`src/rwi_pkg.sv`:
```
// package: offsets, reset values and encodings for the reset/wake-up state block
// ==========================================================================
package rwi_pkg;
    // register byte offsets on the axi4-lite bus
    localparam logic [7:0] OFF_CTRL = 8'h00;
    localparam logic [7:0] OFF_STATUS = 8'h04;
    localparam logic [7:0] OFF_IRQ_EN = 8'h08;
    localparam logic [7:0] OFF_IRQ_CLR = 8'h0c;
    localparam logic [7:0] OFF_PC = 8'h10;
    localparam logic [7:0] OFF_STACK_TOP = 8'h14;
    localparam logic [7:0] OFF_STK_PTR = 8'h18;
    localparam logic [7:0] OFF_FLAGS = 8'h1c;
    localparam logic [7:0] OFF_PORT_A_DIR = 8'h20;
    localparam logic [7:0] OFF_PORT_A_LAT = 8'h24;
    localparam logic [7:0] OFF_PORT_A_PIN = 8'h28;
    localparam logic [7:0] OFF_PORT_E_LAT = 8'h2c;
    localparam logic [7:0] OFF_PORT_E_PIN = 8'h30;
    localparam logic [7:0] OFF_EVENT = 8'h34;
    // event register bits (write 1 to request)
    localparam int EV_WAKE_WDT = 0;
    localparam int EV_WAKE_IRQ_HI = 1;
    localparam int EV_WAKE_IRQ_LO = 2;
    localparam int EV_RESET_FULL = 3;
    localparam int EV_RESET_WARM = 4;
    // ctrl register bits
    localparam int CTRL_HI_EN = 0;
    localparam int CTRL_LO_EN = 1;
    localparam int CTRL_OSC_FREE = 2;
    localparam int CTRL_CLR_PIN_OFF = 3;
    // interrupt flag bits
    localparam int FLAG_WDT = 0;
    localparam int FLAG_HI = 1;
    localparam int FLAG_LO = 2;
    // vectors and reset values
    localparam logic [20:0] VEC_HIGH = 21'h000008;
    localparam logic [20:0] VEC_LOW = 21'h000018;
    localparam logic [20:0] PC_RESET = 21'h000000;
    localparam logic [7:0] DIR_RESET = 8'hff;
    localparam logic [7:0] PORT_A_PIN_MASK = 8'h3f;
    localparam logic [7:0] PORT_A_WARM_MASK = 8'hd0; // pin bits 5,3..0 read 0 after reset
    localparam logic [3:0] PORT_E_BIT3_MASK = 4'h7;
    localparam logic [4:0] STK_DEPTH_MAX = 5'h1f;
    localparam logic [2:0] STATUS_W = 3'h3;
    localparam logic [1:0] RESP_OKAY = 2'h0;
    localparam logic [1:0] RESP_SLVERR = 2'h2;
endpackage

```
`src/rwi_stack_slot.sv`:
```
// one hardware stack slot: loads a return address on push
`timescale 1ns/100ps
`default_nettype none
module rwi_stack_slot
    import rwi_pkg::*;
#(
    parameter int AW = 21
) (
    input wire logic aclk,
    input wire logic aresetn,
    input wire logic ce,
    input wire logic load,
    input wire logic [AW-1:0] din,
    output logic [AW-1:0] dout
);
    typedef struct packed {
        logic [AW-1:0] val;
    } slot_st_t;
    slot_st_t st_r;
    slot_st_t st_nxt;

    // load on push only
    always_comb begin
        st_nxt = st_r;
        if (load) begin
            st_nxt.val = din;
        end
    end

    always_ff @(posedge aclk) begin
        if (!aresetn) begin
            st_r <= '0;
        end else if (ce) begin
            st_r <= st_nxt;
        end
    end

    assign dout = st_r.val;
endmodule
`default_nettype wire

```
`src/reset_wakeup_state_init.sv`:
```
// reset and wake-up state initialisation bank with axi4-lite register access
//
// Design decisions made here: the AXI4-Lite slave port and the register addresses.
`timescale 1ns/100ps
`default_nettype none
module reset_wakeup_state_init
    import rwi_pkg::*;
#(
    parameter int DEPTH = 31
) (
    input wire logic aclk,
    input wire logic aresetn,
    input wire logic ce,
    input wire logic [7:0] s_axi_awaddr,
    input wire logic s_axi_awvalid,
    output logic s_axi_awready,
    input wire logic [31:0] s_axi_wdata,
    input wire logic [3:0] s_axi_wstrb,
    input wire logic s_axi_wvalid,
    output logic s_axi_wready,
    output logic [1:0] s_axi_bresp,
    output logic s_axi_bvalid,
    input wire logic s_axi_bready,
    input wire logic [7:0] s_axi_araddr,
    input wire logic s_axi_arvalid,
    output logic s_axi_arready,
    output logic [31:0] s_axi_rdata,
    output logic [1:0] s_axi_rresp,
    output logic s_axi_rvalid,
    input wire logic s_axi_rready,
    input wire logic [7:0] port_a_pins,
    input wire logic [3:0] port_e_pins,
    output logic irq
);
    // ==================================================================
    // state
    typedef struct packed {
        // write channel
        logic aw_got;
        logic w_got;
        logic awready;
        logic wready;
        logic [7:0] awaddr;
        logic [31:0] wdata;
        logic bvalid;
        logic [1:0] bresp;
        // read channel
        logic arready;
        logic rvalid;
        logic [31:0] rdata;
        logic [1:0] rresp;
        // control, status and interrupt
        logic [3:0] ctrl;
        logic [2:0] status;
        logic [2:0] irq_en;
        logic irq;
        // core state saved on wake-up
        logic [20:0] pc;
        logic [4:0] stk_ptr;
        logic [2:0] flags;
        // port registers
        logic [7:0] port_a_direction;
        logic [7:0] port_a_output_latch;
        logic [7:0] port_a_pin_reg;
        logic [3:0] port_e_output_latch;
        logic [3:0] port_e_pin_reg;
    } st_t;
    st_t st_r;
    st_t st_nxt;
    logic push;
    logic [20:0] slot_q [DEPTH];
    logic [20:0] stack_top;

    // ==================================================================
    // hardware stack slots
    for (genvar i = 0; i < DEPTH; i++) begin : g_slot
        rwi_stack_slot #(.AW(21)) u_slot (
            .aclk(aclk),
            .aresetn(aresetn),
            .ce(ce),
            .load(push && (st_r.stk_ptr == 5'(i))),
            .din(st_r.pc),
            .dout(slot_q[i])
        );
    end
    // top of stack is the slot below the pointer
    assign stack_top = (st_r.stk_ptr == 5'h00) ? 21'h000000 :
        slot_q[st_r.stk_ptr - 5'h01];

    // ==================================================================
    // next-state logic
    always_comb begin
        logic wr_go;
        logic [2:0] ev;
        logic [2:0] set_bits;
        logic [7:0] a_en;
        logic [3:0] e_en;
        wr_go = 1'b0;
        ev = 3'h0;
        set_bits = 3'h0;
        a_en = st_r.ctrl[CTRL_OSC_FREE] ? 8'hff : PORT_A_PIN_MASK;
        e_en = st_r.ctrl[CTRL_CLR_PIN_OFF] ? 4'hf : PORT_E_BIT3_MASK;
        push = 1'b0;
        st_nxt = st_r;
        // pins sampled each cycle, masked bits read zero
        st_nxt.port_a_pin_reg = port_a_pins & a_en;
        st_nxt.port_e_pin_reg = port_e_pins & e_en;
        // write channel capture
        if (s_axi_awvalid && st_r.awready) begin
            st_nxt.aw_got = 1'b1;
            st_nxt.awaddr = s_axi_awaddr;
        end
        if (s_axi_wvalid && st_r.wready) begin
            st_nxt.w_got = 1'b1;
            st_nxt.wdata = s_axi_wdata;
        end
        if (st_r.bvalid && s_axi_bready) begin
            st_nxt.bvalid = 1'b0;
        end
        // perform the write once both halves are in and no response pending
        if (st_r.aw_got && st_r.w_got && !st_r.bvalid) begin
            wr_go = 1'b1;
            st_nxt.aw_got = 1'b0;
            st_nxt.w_got = 1'b0;
            st_nxt.bvalid = 1'b1;
            st_nxt.bresp = RESP_OKAY;
            unique case (st_r.awaddr)
                OFF_CTRL: st_nxt.ctrl = st_r.wdata[3:0];
                OFF_IRQ_EN: st_nxt.irq_en = st_r.wdata[2:0];
                OFF_IRQ_CLR: ;
                OFF_PORT_A_DIR: st_nxt.port_a_direction = st_r.wdata[7:0] & a_en;
                OFF_PORT_A_LAT: st_nxt.port_a_output_latch = st_r.wdata[7:0] & a_en;
                OFF_PORT_E_LAT: st_nxt.port_e_output_latch = st_r.wdata[3:0] & e_en;
                OFF_EVENT: ev = st_r.wdata[2:0];
                default: st_nxt.bresp = RESP_SLVERR;
            endcase
        end
        // readies are registered: a channel is offered again once its slot has emptied
        st_nxt.awready = !st_nxt.aw_got;
        st_nxt.wready = !st_nxt.w_got;
        // wake-up: record the cause in the flags
        set_bits[FLAG_WDT] = ev[EV_WAKE_WDT];
        set_bits[FLAG_HI] = ev[EV_WAKE_IRQ_HI];
        set_bits[FLAG_LO] = ev[EV_WAKE_IRQ_LO];
        st_nxt.flags = st_r.flags | set_bits;
        // interrupt wake-up with enable: push pc unless the stack is full, load the vector, high wins
        if (ev[EV_WAKE_IRQ_HI] && st_r.ctrl[CTRL_HI_EN]) begin
            push = (st_r.stk_ptr != STK_DEPTH_MAX);
            st_nxt.stk_ptr = push ? st_r.stk_ptr + 5'h01 : st_r.stk_ptr;
            st_nxt.pc = VEC_HIGH;
        end else if (ev[EV_WAKE_IRQ_LO] && st_r.ctrl[CTRL_LO_EN]) begin
            push = (st_r.stk_ptr != STK_DEPTH_MAX);
            st_nxt.stk_ptr = push ? st_r.stk_ptr + 5'h01 : st_r.stk_ptr;
            st_nxt.pc = VEC_LOW;
        end
        // software resets; direction registers untouched by wake-up
        if (wr_go && st_r.awaddr == OFF_EVENT &&
                (st_r.wdata[EV_RESET_FULL] || st_r.wdata[EV_RESET_WARM])) begin
            st_nxt.pc = PC_RESET;
            st_nxt.stk_ptr = 5'h00;
            st_nxt.flags = 3'h0;
            st_nxt.port_a_direction = DIR_RESET & a_en;
            st_nxt.port_a_pin_reg = port_a_pins & a_en & PORT_A_WARM_MASK;
            push = 1'b0;
        end
        // sticky status: set wins over clear
        st_nxt.status = st_r.status;
        if (wr_go && st_r.awaddr == OFF_IRQ_CLR) begin
            st_nxt.status = st_r.status & ~st_r.wdata[2:0];
        end
        st_nxt.status = st_nxt.status | set_bits;
        st_nxt.irq = |(st_nxt.status & st_nxt.irq_en);
        // read channel
        if (st_r.rvalid && s_axi_rready) begin
            st_nxt.rvalid = 1'b0;
        end
        if (s_axi_arvalid && st_r.arready) begin
            st_nxt.rvalid = 1'b1;
            st_nxt.rresp = RESP_OKAY;
            unique case (s_axi_araddr)
                OFF_CTRL: st_nxt.rdata = {28'h0, st_r.ctrl};
                OFF_STATUS: st_nxt.rdata = {29'h0, st_r.status};
                OFF_IRQ_EN: st_nxt.rdata = {29'h0, st_r.irq_en};
                OFF_IRQ_CLR: st_nxt.rdata = 32'h0;
                OFF_PC: st_nxt.rdata = {11'h0, st_r.pc};
                OFF_STACK_TOP: st_nxt.rdata = {11'h0, stack_top};
                OFF_STK_PTR: st_nxt.rdata = {27'h0, st_r.stk_ptr};
                OFF_FLAGS: st_nxt.rdata = {29'h0, st_r.flags};
                OFF_PORT_A_DIR: st_nxt.rdata = {24'h0, st_r.port_a_direction & a_en};
                OFF_PORT_A_LAT: st_nxt.rdata = {24'h0, st_r.port_a_output_latch & a_en};
                OFF_PORT_A_PIN: st_nxt.rdata = {24'h0, st_r.port_a_pin_reg};
                OFF_PORT_E_LAT: st_nxt.rdata = {28'h0, st_r.port_e_output_latch & e_en};
                OFF_PORT_E_PIN: st_nxt.rdata = {28'h0, st_r.port_e_pin_reg};
                OFF_EVENT: st_nxt.rdata = 32'h0;
                default: begin
                    st_nxt.rdata = 32'h0;
                    st_nxt.rresp = RESP_SLVERR;
                end
            endcase
        end
        // read address is offered again once the read data has been taken
        st_nxt.arready = !st_nxt.rvalid;
    end

    // ==================================================================
    // state register
    always_ff @(posedge aclk) begin
        if (!aresetn) begin
            // everything clears, readies included; port a pins 5..0 come up as inputs
            st_r <= '0;
            st_r.port_a_direction <= DIR_RESET & PORT_A_PIN_MASK;
        end else if (ce) begin
            st_r <= st_nxt;
        end
    end

    // ==================================================================
    // outputs, each straight from a flip-flop; readies lag ce by a cycle, so a
    // master must not offer a request while ce is low or the request is lost
    assign s_axi_awready = st_r.awready;
    assign s_axi_wready = st_r.wready;
    assign s_axi_bvalid = st_r.bvalid;
    assign s_axi_bresp = st_r.bresp;
    assign s_axi_arready = st_r.arready;
    assign s_axi_rvalid = st_r.rvalid;
    assign s_axi_rdata = st_r.rdata;
    assign s_axi_rresp = st_r.rresp;
    assign irq = st_r.irq;

    // ==================================================================
    // checks
    // event-register write about to take effect, and its reset-bit subset
    logic ev_go;
    logic soft_rst_go;
    assign ev_go = ce && st_r.aw_got && st_r.w_got && !st_r.bvalid
        && st_r.awaddr == OFF_EVENT;
    assign soft_rst_go = ev_go && (st_r.wdata[EV_RESET_FULL] || st_r.wdata[EV_RESET_WARM]);

    // high-priority wake with its enable loads the high vector
    vector_high_a: assert property (@(posedge aclk) disable iff (!aresetn)
        ce && st_r.aw_got && st_r.w_got && !st_r.bvalid && st_r.awaddr == OFF_EVENT
        && st_r.wdata[EV_WAKE_IRQ_HI] && !st_r.wdata[EV_RESET_FULL]
        && !st_r.wdata[EV_RESET_WARM] && st_r.ctrl[CTRL_HI_EN]
        |=> st_r.pc == VEC_HIGH) else $error("high vector not loaded");
    // low-priority wake loads the low vector unless the high one wins
    vector_low_a: assert property (@(posedge aclk) disable iff (!aresetn)
        ev_go && !soft_rst_go && st_r.wdata[EV_WAKE_IRQ_LO] && st_r.ctrl[CTRL_LO_EN]
        && !(st_r.wdata[EV_WAKE_IRQ_HI] && st_r.ctrl[CTRL_HI_EN])
        |=> st_r.pc == VEC_LOW) else $error("low vector not loaded");

    // a push advances the pointer by one
    stack_push_a: assert property (@(posedge aclk) disable iff (!aresetn)
        ce && push |=> st_r.stk_ptr == $past(st_r.stk_ptr) + 5'h01)
        else $error("stack pointer did not advance");
    // the pushed return address shows as stack top
    stack_save_a: assert property (@(posedge aclk) disable iff (!aresetn)
        ce && push |=> stack_top == $past(st_r.pc))
        else $error("return address not saved");
    // without a push or a software reset the pointer stays put
    stack_hold_a: assert property (@(posedge aclk) disable iff (!aresetn)
        ce && !push && !soft_rst_go |=> st_r.stk_ptr == $past(st_r.stk_ptr))
        else $error("stack pointer moved");

    // watchdog wake is flagged in flags and status
    wake_flag_a: assert property (@(posedge aclk) disable iff (!aresetn)
        ce && st_r.aw_got && st_r.w_got && !st_r.bvalid && st_r.awaddr == OFF_EVENT
        && st_r.wdata[EV_WAKE_WDT] && !st_r.wdata[EV_RESET_FULL]
        && !st_r.wdata[EV_RESET_WARM] |=> st_r.flags[FLAG_WDT] && st_r.status[FLAG_WDT])
        else $error("wake cause not flagged");
    // every wake cause written without a software reset leaves its flag set
    wake_any_a: assert property (@(posedge aclk) disable iff (!aresetn)
        ev_go && !soft_rst_go && st_r.wdata[2:0] != 3'h0
        |=> (st_r.flags & $past(st_r.wdata[2:0])) == $past(st_r.wdata[2:0]))
        else $error("wake cause lost");

    // port a high bits read zero while the oscillator holds them
    osc_pins_a: assert property (@(posedge aclk) disable iff (!aresetn)
        !st_r.ctrl[CTRL_OSC_FREE] |-> st_r.port_a_pin_reg[7:6] == 2'b00 ||
        $past(st_r.ctrl[CTRL_OSC_FREE])) else $error("port a high bits live");
    // port e bit 3 reads zero while the clear pin is active
    clear_pin_a: assert property (@(posedge aclk) disable iff (!aresetn)
        !st_r.ctrl[CTRL_CLR_PIN_OFF] && !$past(st_r.ctrl[CTRL_CLR_PIN_OFF])
        |-> !st_r.port_e_pin_reg[3]) else $error("port e bit 3 live");
    // direction changes only through a register write
    dir_keep_a: assert property (@(posedge aclk) disable iff (!aresetn)
        ce && !(st_r.aw_got && st_r.w_got && !st_r.bvalid)
        |=> st_r.port_a_direction == $past(st_r.port_a_direction))
        else $error("direction changed without write");
    // a software reset turns every enabled direction bit to input
    dir_reset_a: assert property (@(posedge aclk) disable iff (!aresetn)
        soft_rst_go |=> st_r.port_a_direction
        == (DIR_RESET & (st_r.ctrl[CTRL_OSC_FREE] ? 8'hff : PORT_A_PIN_MASK)))
        else $error("direction not reset");

    // interrupt line follows the enabled status bits
    irq_level_a: assert property (@(posedge aclk) disable iff (!aresetn)
        irq == |(st_r.status & st_r.irq_en)) else $error("irq mismatch");
    // write response stands until taken
    bresp_hold_a: assert property (@(posedge aclk) disable iff (!aresetn)
        s_axi_bvalid && !s_axi_bready |=> s_axi_bvalid) else $error("bvalid dropped");

    // main scenarios
    wake_hi_c: cover property (@(posedge aclk) st_r.pc == VEC_HIGH);
    wake_lo_c: cover property (@(posedge aclk) st_r.pc == VEC_LOW);
    irq_c: cover property (@(posedge aclk) irq);
    push_c: cover property (@(posedge aclk) ce && push);
    soft_rst_c: cover property (@(posedge aclk) soft_rst_go);
endmodule
`default_nettype wire

```
`config.mk`:
```
export PLATFORM = sky130hd
export DESIGN_NAME = reset_wakeup_state_init
export DESIGN_NICKNAME = d
export VERILOG_FILES = /design/src/rwi_pkg.sv /design/src/rwi_stack_slot.sv /design/src/reset_wakeup_state_init.sv
export SDC_FILE = /design/constraint.sdc
export NUM_CORES = 1
export LEC_CHECK = 0
export ABC_AREA = 1
export BUFFER_PORTS_ARGS = -buffer_cell sky130_fd_sc_hd__buf_2
export CAP_MARGIN = 25
export CORE_ASPECT_RATIO = 0.8
export CORE_MARGIN = 4
export CORE_UTILIZATION = 43
export CTS_CLUSTER_DIAMETER = 30
export CTS_CLUSTER_SIZE = 20
export DETAILED_ROUTE_END_ITERATION = 7
export SLEW_MARGIN = 30
export SYNTH_ARGS = -nofsm -noshare
export SYNTH_HDL_FRONTEND = slang
export SYNTH_SLANG_ARGS = --single-unit
```
`constraint.sdc`:
```
create_clock -name aclk -period 6.13 [get_ports aclk]
set_input_delay 0.613 -clock aclk [delete_from_list [all_inputs] [get_ports aclk]]
set_output_delay 0.613 -clock aclk [all_outputs]
set_load 0.05 [all_outputs]
```
# Word-level counts from Yosys, hierarchy flattened
# Index checks and enable logic that the tools add are counted.
# word_totals
reg_bits,782
input_bits,72
output_inout_bits,42
# classes
addsub,2
magnitude_cmp,1
eq_ne,50
muxes,33
bitwise,13
n_reduce_logical,99
# ops
op,n
$pmux 21 s12,1
$bmux 21 s5,1
$eq 8x6->1 const B,10
$eq 5x5->1 const B,15
$reduce_and 2->1,37
$mux 21,3
$mux 26,2
$logic_and 1x1->1,43
$eq 5x4->1 const B,8
$mux 37,1
$mux 35,1
$and 8x8->8,4
$eq 8x4->1 const B,4
$eq 8x5->1 const B,4
$mux 8,3
$eq 5x3->1 const B,4
$mux 3,6
$logic_not 8->1,2
$mux 16,1
$reduce_or 14->1,1
$and 4x4->4,3
$reduce_and 3->1,4
$eq 5x2->1 const B,2
$eq 8x3->1 const B,1
other kinds (21),37

# Depth between registers and ports, before layout
# depth
word_depth,9
mapped_depth,16
mapped_depth_nobuf,13

# By module
# From an unflattened synthesis, not the netlist that was laid out.
# unflattened
hier_cells,6373
area_unflattened_um2,38848.5
# by_module_without_submodules
module,instances,cells_each,area_each_um2
rwi_stack_slot,31,133,877.1
reset_wakeup_state_init,1,2250,11658.7

# Worst setup path before layout
# Ideal clock, no wire load.
# synth_path
path_kind,register to register
from,reg st_r[35] (netlist name)
to,reg st_r (netlist bit s_axi_rdata[4])
t_arrival_ns,2.516
setup_slack_ns,3.482
path_stages_with_launch,16
n_path_buf,4
path_cell_list,dfxtp_1 -> clkbuf_1 -> clkinv_1 -> clkbuf_1 -> ha_1 -> clkbuf_1 -> clkinv_1 -> clkbuf_1 -> nand3_1 -> nand3_1 -> nand3_1 -> nand3_1 -> nand3_1 -> nand2_1 -> nand2_1 -> a21oi_1
# synth_between
elab_chain_cells,7
elab_cells_between_ends,8
cone_classes,add/sub: 1; mux: 5; bitwise: 1; reduce/logical: 1
# synth_lines
item,line_no,source
from (decl),reset_wakeup_state_init.sv:68,st_t st_r;
from (signal assigned),reset_wakeup_state_init.sv:213,st_r <= st_nxt;
$sub 5x1->5,reset_wakeup_state_init.sv:88,slot_q[st_r.stk_ptr - 5'h01];
$not 5->6 (not written as such),reset_wakeup_state_init.sv:88,
$bmux 21 s5,reset_wakeup_state_init.sv:88,
$mux 21 (not written as such) (2 in series),reset_wakeup_state_init.sv:88,
$mux 21 (*),reset_wakeup_state_init.sv:87,assign stack_top = (st_r.stk_ptr == 5'h00) ? 21'h000000 :
$pmux 21 s12 (*),reset_wakeup_state_init.sv:180,unique case (s_axi_araddr)
# Every way passes the cells marked *; elsewhere a longest branch is shown, timed or not. The select of a mux whose other input is x is not followed.
# A chain may end at the register's enable or synchronous reset.

# Final worst setup path
# layout_path
from,reg st_r[36] (netlist name)
to,reg st_r (netlist bit s_axi_rdata[3])
# The elaborated chain is that of the path after synthesis.

==> results.yml <==
timing:
  drv_slew: 0
  worst_slew_pin_slew_ns: 0.950
  maxSlewHeadroom_pct: 36.6
  hold_viol: 0
  final-setup-viol-count: 0
  fin_skew_ns: 0.00748
  setup_slack_ns: 2.97
  rsz0062_at_grt: "false"
  tns_ns: 0
  fin_crit_ns: 3.16
  period_share_pct: 51.6
  fmax_mhz: 316
drt:
  drc_errors: 0
  routed_via_density: 5.10
  wirelength_mm: 22.5
  wl_per_cell_um: 15.0
  dr.pass1.iters: 5
  ant_nets: 0
  num_vias: 7653
  first_iter_violations: 597
floorplan:
  rows: 44
  ios: 114
  die_w_um: 161
  die_y_um: 130
  start_util_pct: 44.0
  coreArea_sq_um: 18200
  dieArea_sq_um: 20900
clock_network:
  clock_latency_ns: 0.43
  tritoncts: "yes"
  clkTransAtPathRegs_ns: 0.06
  cts_made_buffers: 17
  cts_root_buf: "clkbuf_16"
  cts_max_path_buffers: 2
  cts_resized: 0
  holdBufCountCts: 0
  cts.sinks: 148
  postCtsSetupRepairBufs: 0
  ctsHtreeMaxLevel: 4
power_and_ir_drop:
  leakagePower_nw: 3.54
  p_comb_share_pct: 7.0
  p_int_w: 0.00157
  swShare_pct: 25.9
  power.density_nw_per_um2: 241
  p_seq_share_pct: 46.5
  vdd_drop_max_mv: 0.159
  switching_power_w: 0.000550
  p_clk_share_pct: 46.5
grt:
  grt_max_degree: 84
  antenna_found_initial: 0
  grt_pass1_wl_mm: 36.1
  grtUsageTotal_pct: 21.6
  grt_overflow: 0
  first_global_vias: 6835
yosys:
  synth.distinct_cells: 36
  synth_area_sq_um: 8020
  avgSynthCellArea_sq_um: 6.58
  synth_cells: 1219
  synth_ff_type: "dfxtp_1"
  yosysWarnings: 0
  ys_seq_elements: 148
  yosysSeqAreaShare_pct: 37.0
  synthArstFlopShare_pct: 0
  synth-edff-count: 0
setup_path:
  r2r-start: "st_r[36]"
  crit_path_end_kind: "register"
  crit_type: "register to register"
  crit_required_ns: 6.48
  ff2ff_path_depth: 12
  r2r_end: "s_axi_rdata[3]"
  cp.arrival_ns: 3.52
  r2r_setup_slack_ns: 2.97
  path_max_fanout: 18
  critPathLaunchType: "register"
flow_run:
  drv_cap: 0
finish:
  area_delta_synth_final_pct: 9.89
  num-nets-final: 1314
  seq_area_sq_um: 2960
  fin_area_sq_um: 8810
  multi_input_area_sq_um: 4210
  regMostFlops: "st_r"
  drive_above_1_share_pct: 12.0
  utilization_pct: 48.4
  diodes: 0
  fill_cells: 1926
  largest_register_ffs: 70
place:
  preCtsSetupSlack_ns: 3.05
  place_area_sq_um: 8260
  dpl.hpwl_mm: 15.3
  io_buffer_count: 59
  place_congestion: 0.939
run_status:
  status: "complete, no violations"
min_path:
  min_to: "st_r[12]"
  min_path_cells: 3
  hp-start: "port_a_pins[4]"
  hold_path.class: "input pin to register"
==> placed cells by master (no fill, tap or decap), types with 2 or more instances in the layout <==
| master | netlist | layout |
|---|---|---|
| nand2_2 | 2 | 2 |
| nand3b_1 | 6 | 6 |
| nand4_1 | 8 | 8 |
| nor3_1 | 12 | 12 |
| inv_1 | 107 | 104 |
| clkinv_2 | 0 | 4 |
| buf_4 | 36 | 7 |
| clkinv_4 | 0 | 4 |
| nor4_1 | 2 | 2 |
| nand2_1 | 275 | 275 |
| buf_2 | 0 | 58 |
| a211oi_1 | 4 | 4 |
| nor2_4 | 13 | 13 |
| a22oi_1 | 2 | 2 |
| ha_1 | 6 | 6 |
| o22ai_1 | 6 | 6 |
| nand3_1 | 149 | 149 |
| clkbuf_16 | 0 | 17 |
| nor2_1 | 204 | 203 |
| nor3_2 | 28 | 28 |
| dfxtp_1 | 148 | 148 |
| inv_2 | 4 | 7 |
| conb_1 | 1 | 26 |
| clkinvlp_4 | 0 | 2 |
| a21oi_1 | 71 | 71 |
| o21ai_0 | 60 | 60 |
| o211ai_1 | 6 | 6 |
| clkinv_1 | 3 | 3 |
==> cells by family after synthesis <==
family / after synthesis / share of synthesized area (%)
xor+xnor: 1 / 0.109
buf+inv: 206 / 11.7
fa+ha+maj: 6 / 0.936
compound gates: 154 / 10.3
other cells: 1 / 0.0468
simple gates: 703 / 40.0
flops: 148 / 37.0
==> cells in the mapped netlist (6+ instances only) <==
library cell  count  area, sq um
o21ai_0          60          300
buf_4            36          270
nor2_1          204          766
nor3_2           28          280
a21oi_1          71          355
dfxtp_1         148         2960
nor3_1           12         60.1
nand3b_1          6         45.0
inv_1           107          402
nand4_1           8         50.1
o211ai_1          6         45.0
nor2_4           13          146
clkbuf_1         38          143
nand2_1         275         1030
nand3_1         149          746
o22ai_1           6         37.5
buf_1            14         52.6
ha_1              6         75.1
==> routing by layer <==
layer / up-vias / wire length (um) / track usage [%]
li1: 3898 / - / -
met1: 3505 / 11500 / 33.0
met2: 227 / 9040 / 30.6
met3: 23 / 1790 / 4.45
met4: 0 / 227 / 6.02
met5: - / 0 / 0
==> final cells by class <==
type | count | area share, %
clock buffer | 18 | 4.98
timing repair buffer | 65 | 3.89
multi-input combinational | 890 | 47.8
inverter | 114 | 4.86
clock inverter | 12 | 1.24
sequential | 148 | 33.6
tap | 253 | 3.59
==> worst max-delay path, stage by stage (launching register included) <==
cell and delay (ns):
dfxtp_1 0.40, inv_1 0.18, ha_1 0.78, clkinv_1 0.70, nand3_1 0.29, nand3_1 0.11, nand3_1 0.14, nand2_1 0.07
nand2_1 0.06, nand3_1 0.09, nand2_1 0.10, nand2_1 0.05, a21oi_1 0.12
==> through the flow <==
step	hold WS (ns)	total power [W]	cells
final	0.405	0.00212	1500
after global placement	0.439	0.00116	1470
after global routing	0.440	0.00220	1500
after CTS	0.401	0.00214	1500
after floorplan	0.422	0.00113	1244
after detailed placement	0.448	0.00116	1470
==> power groups by stage <==
stage	Clock, W	Sequential [W]	Combinational (W)
after floorplan	0	0.00101	0.000118
after global placement	0	0.00101	0.000147
after detailed placement	0	0.00101	0.000148
after CTS	0.00100	0.000987	0.000148
after global routing	0.00104	0.000988	0.000164
final	0.000988	0.000987	0.000149
==> worst max-delay path by stage <==
stage               startpoint             end  slack (ns)  cells after the start
global route          st_r[36]  s_axi_rdata[3]        2.70                     12
finish                st_r[36]  s_axi_rdata[3]        2.97                     12
detailed placement    st_r[36]  s_axi_rdata[3]        3.05                     12
floorplan             st_r[35]  s_axi_rdata[4]        3.48                     15
global placement      st_r[36]  s_axi_rdata[4]        3.05                     11
CTS                   st_r[36]  s_axi_rdata[3]        3.00                     12
Power figures use the tool's default switching activity.
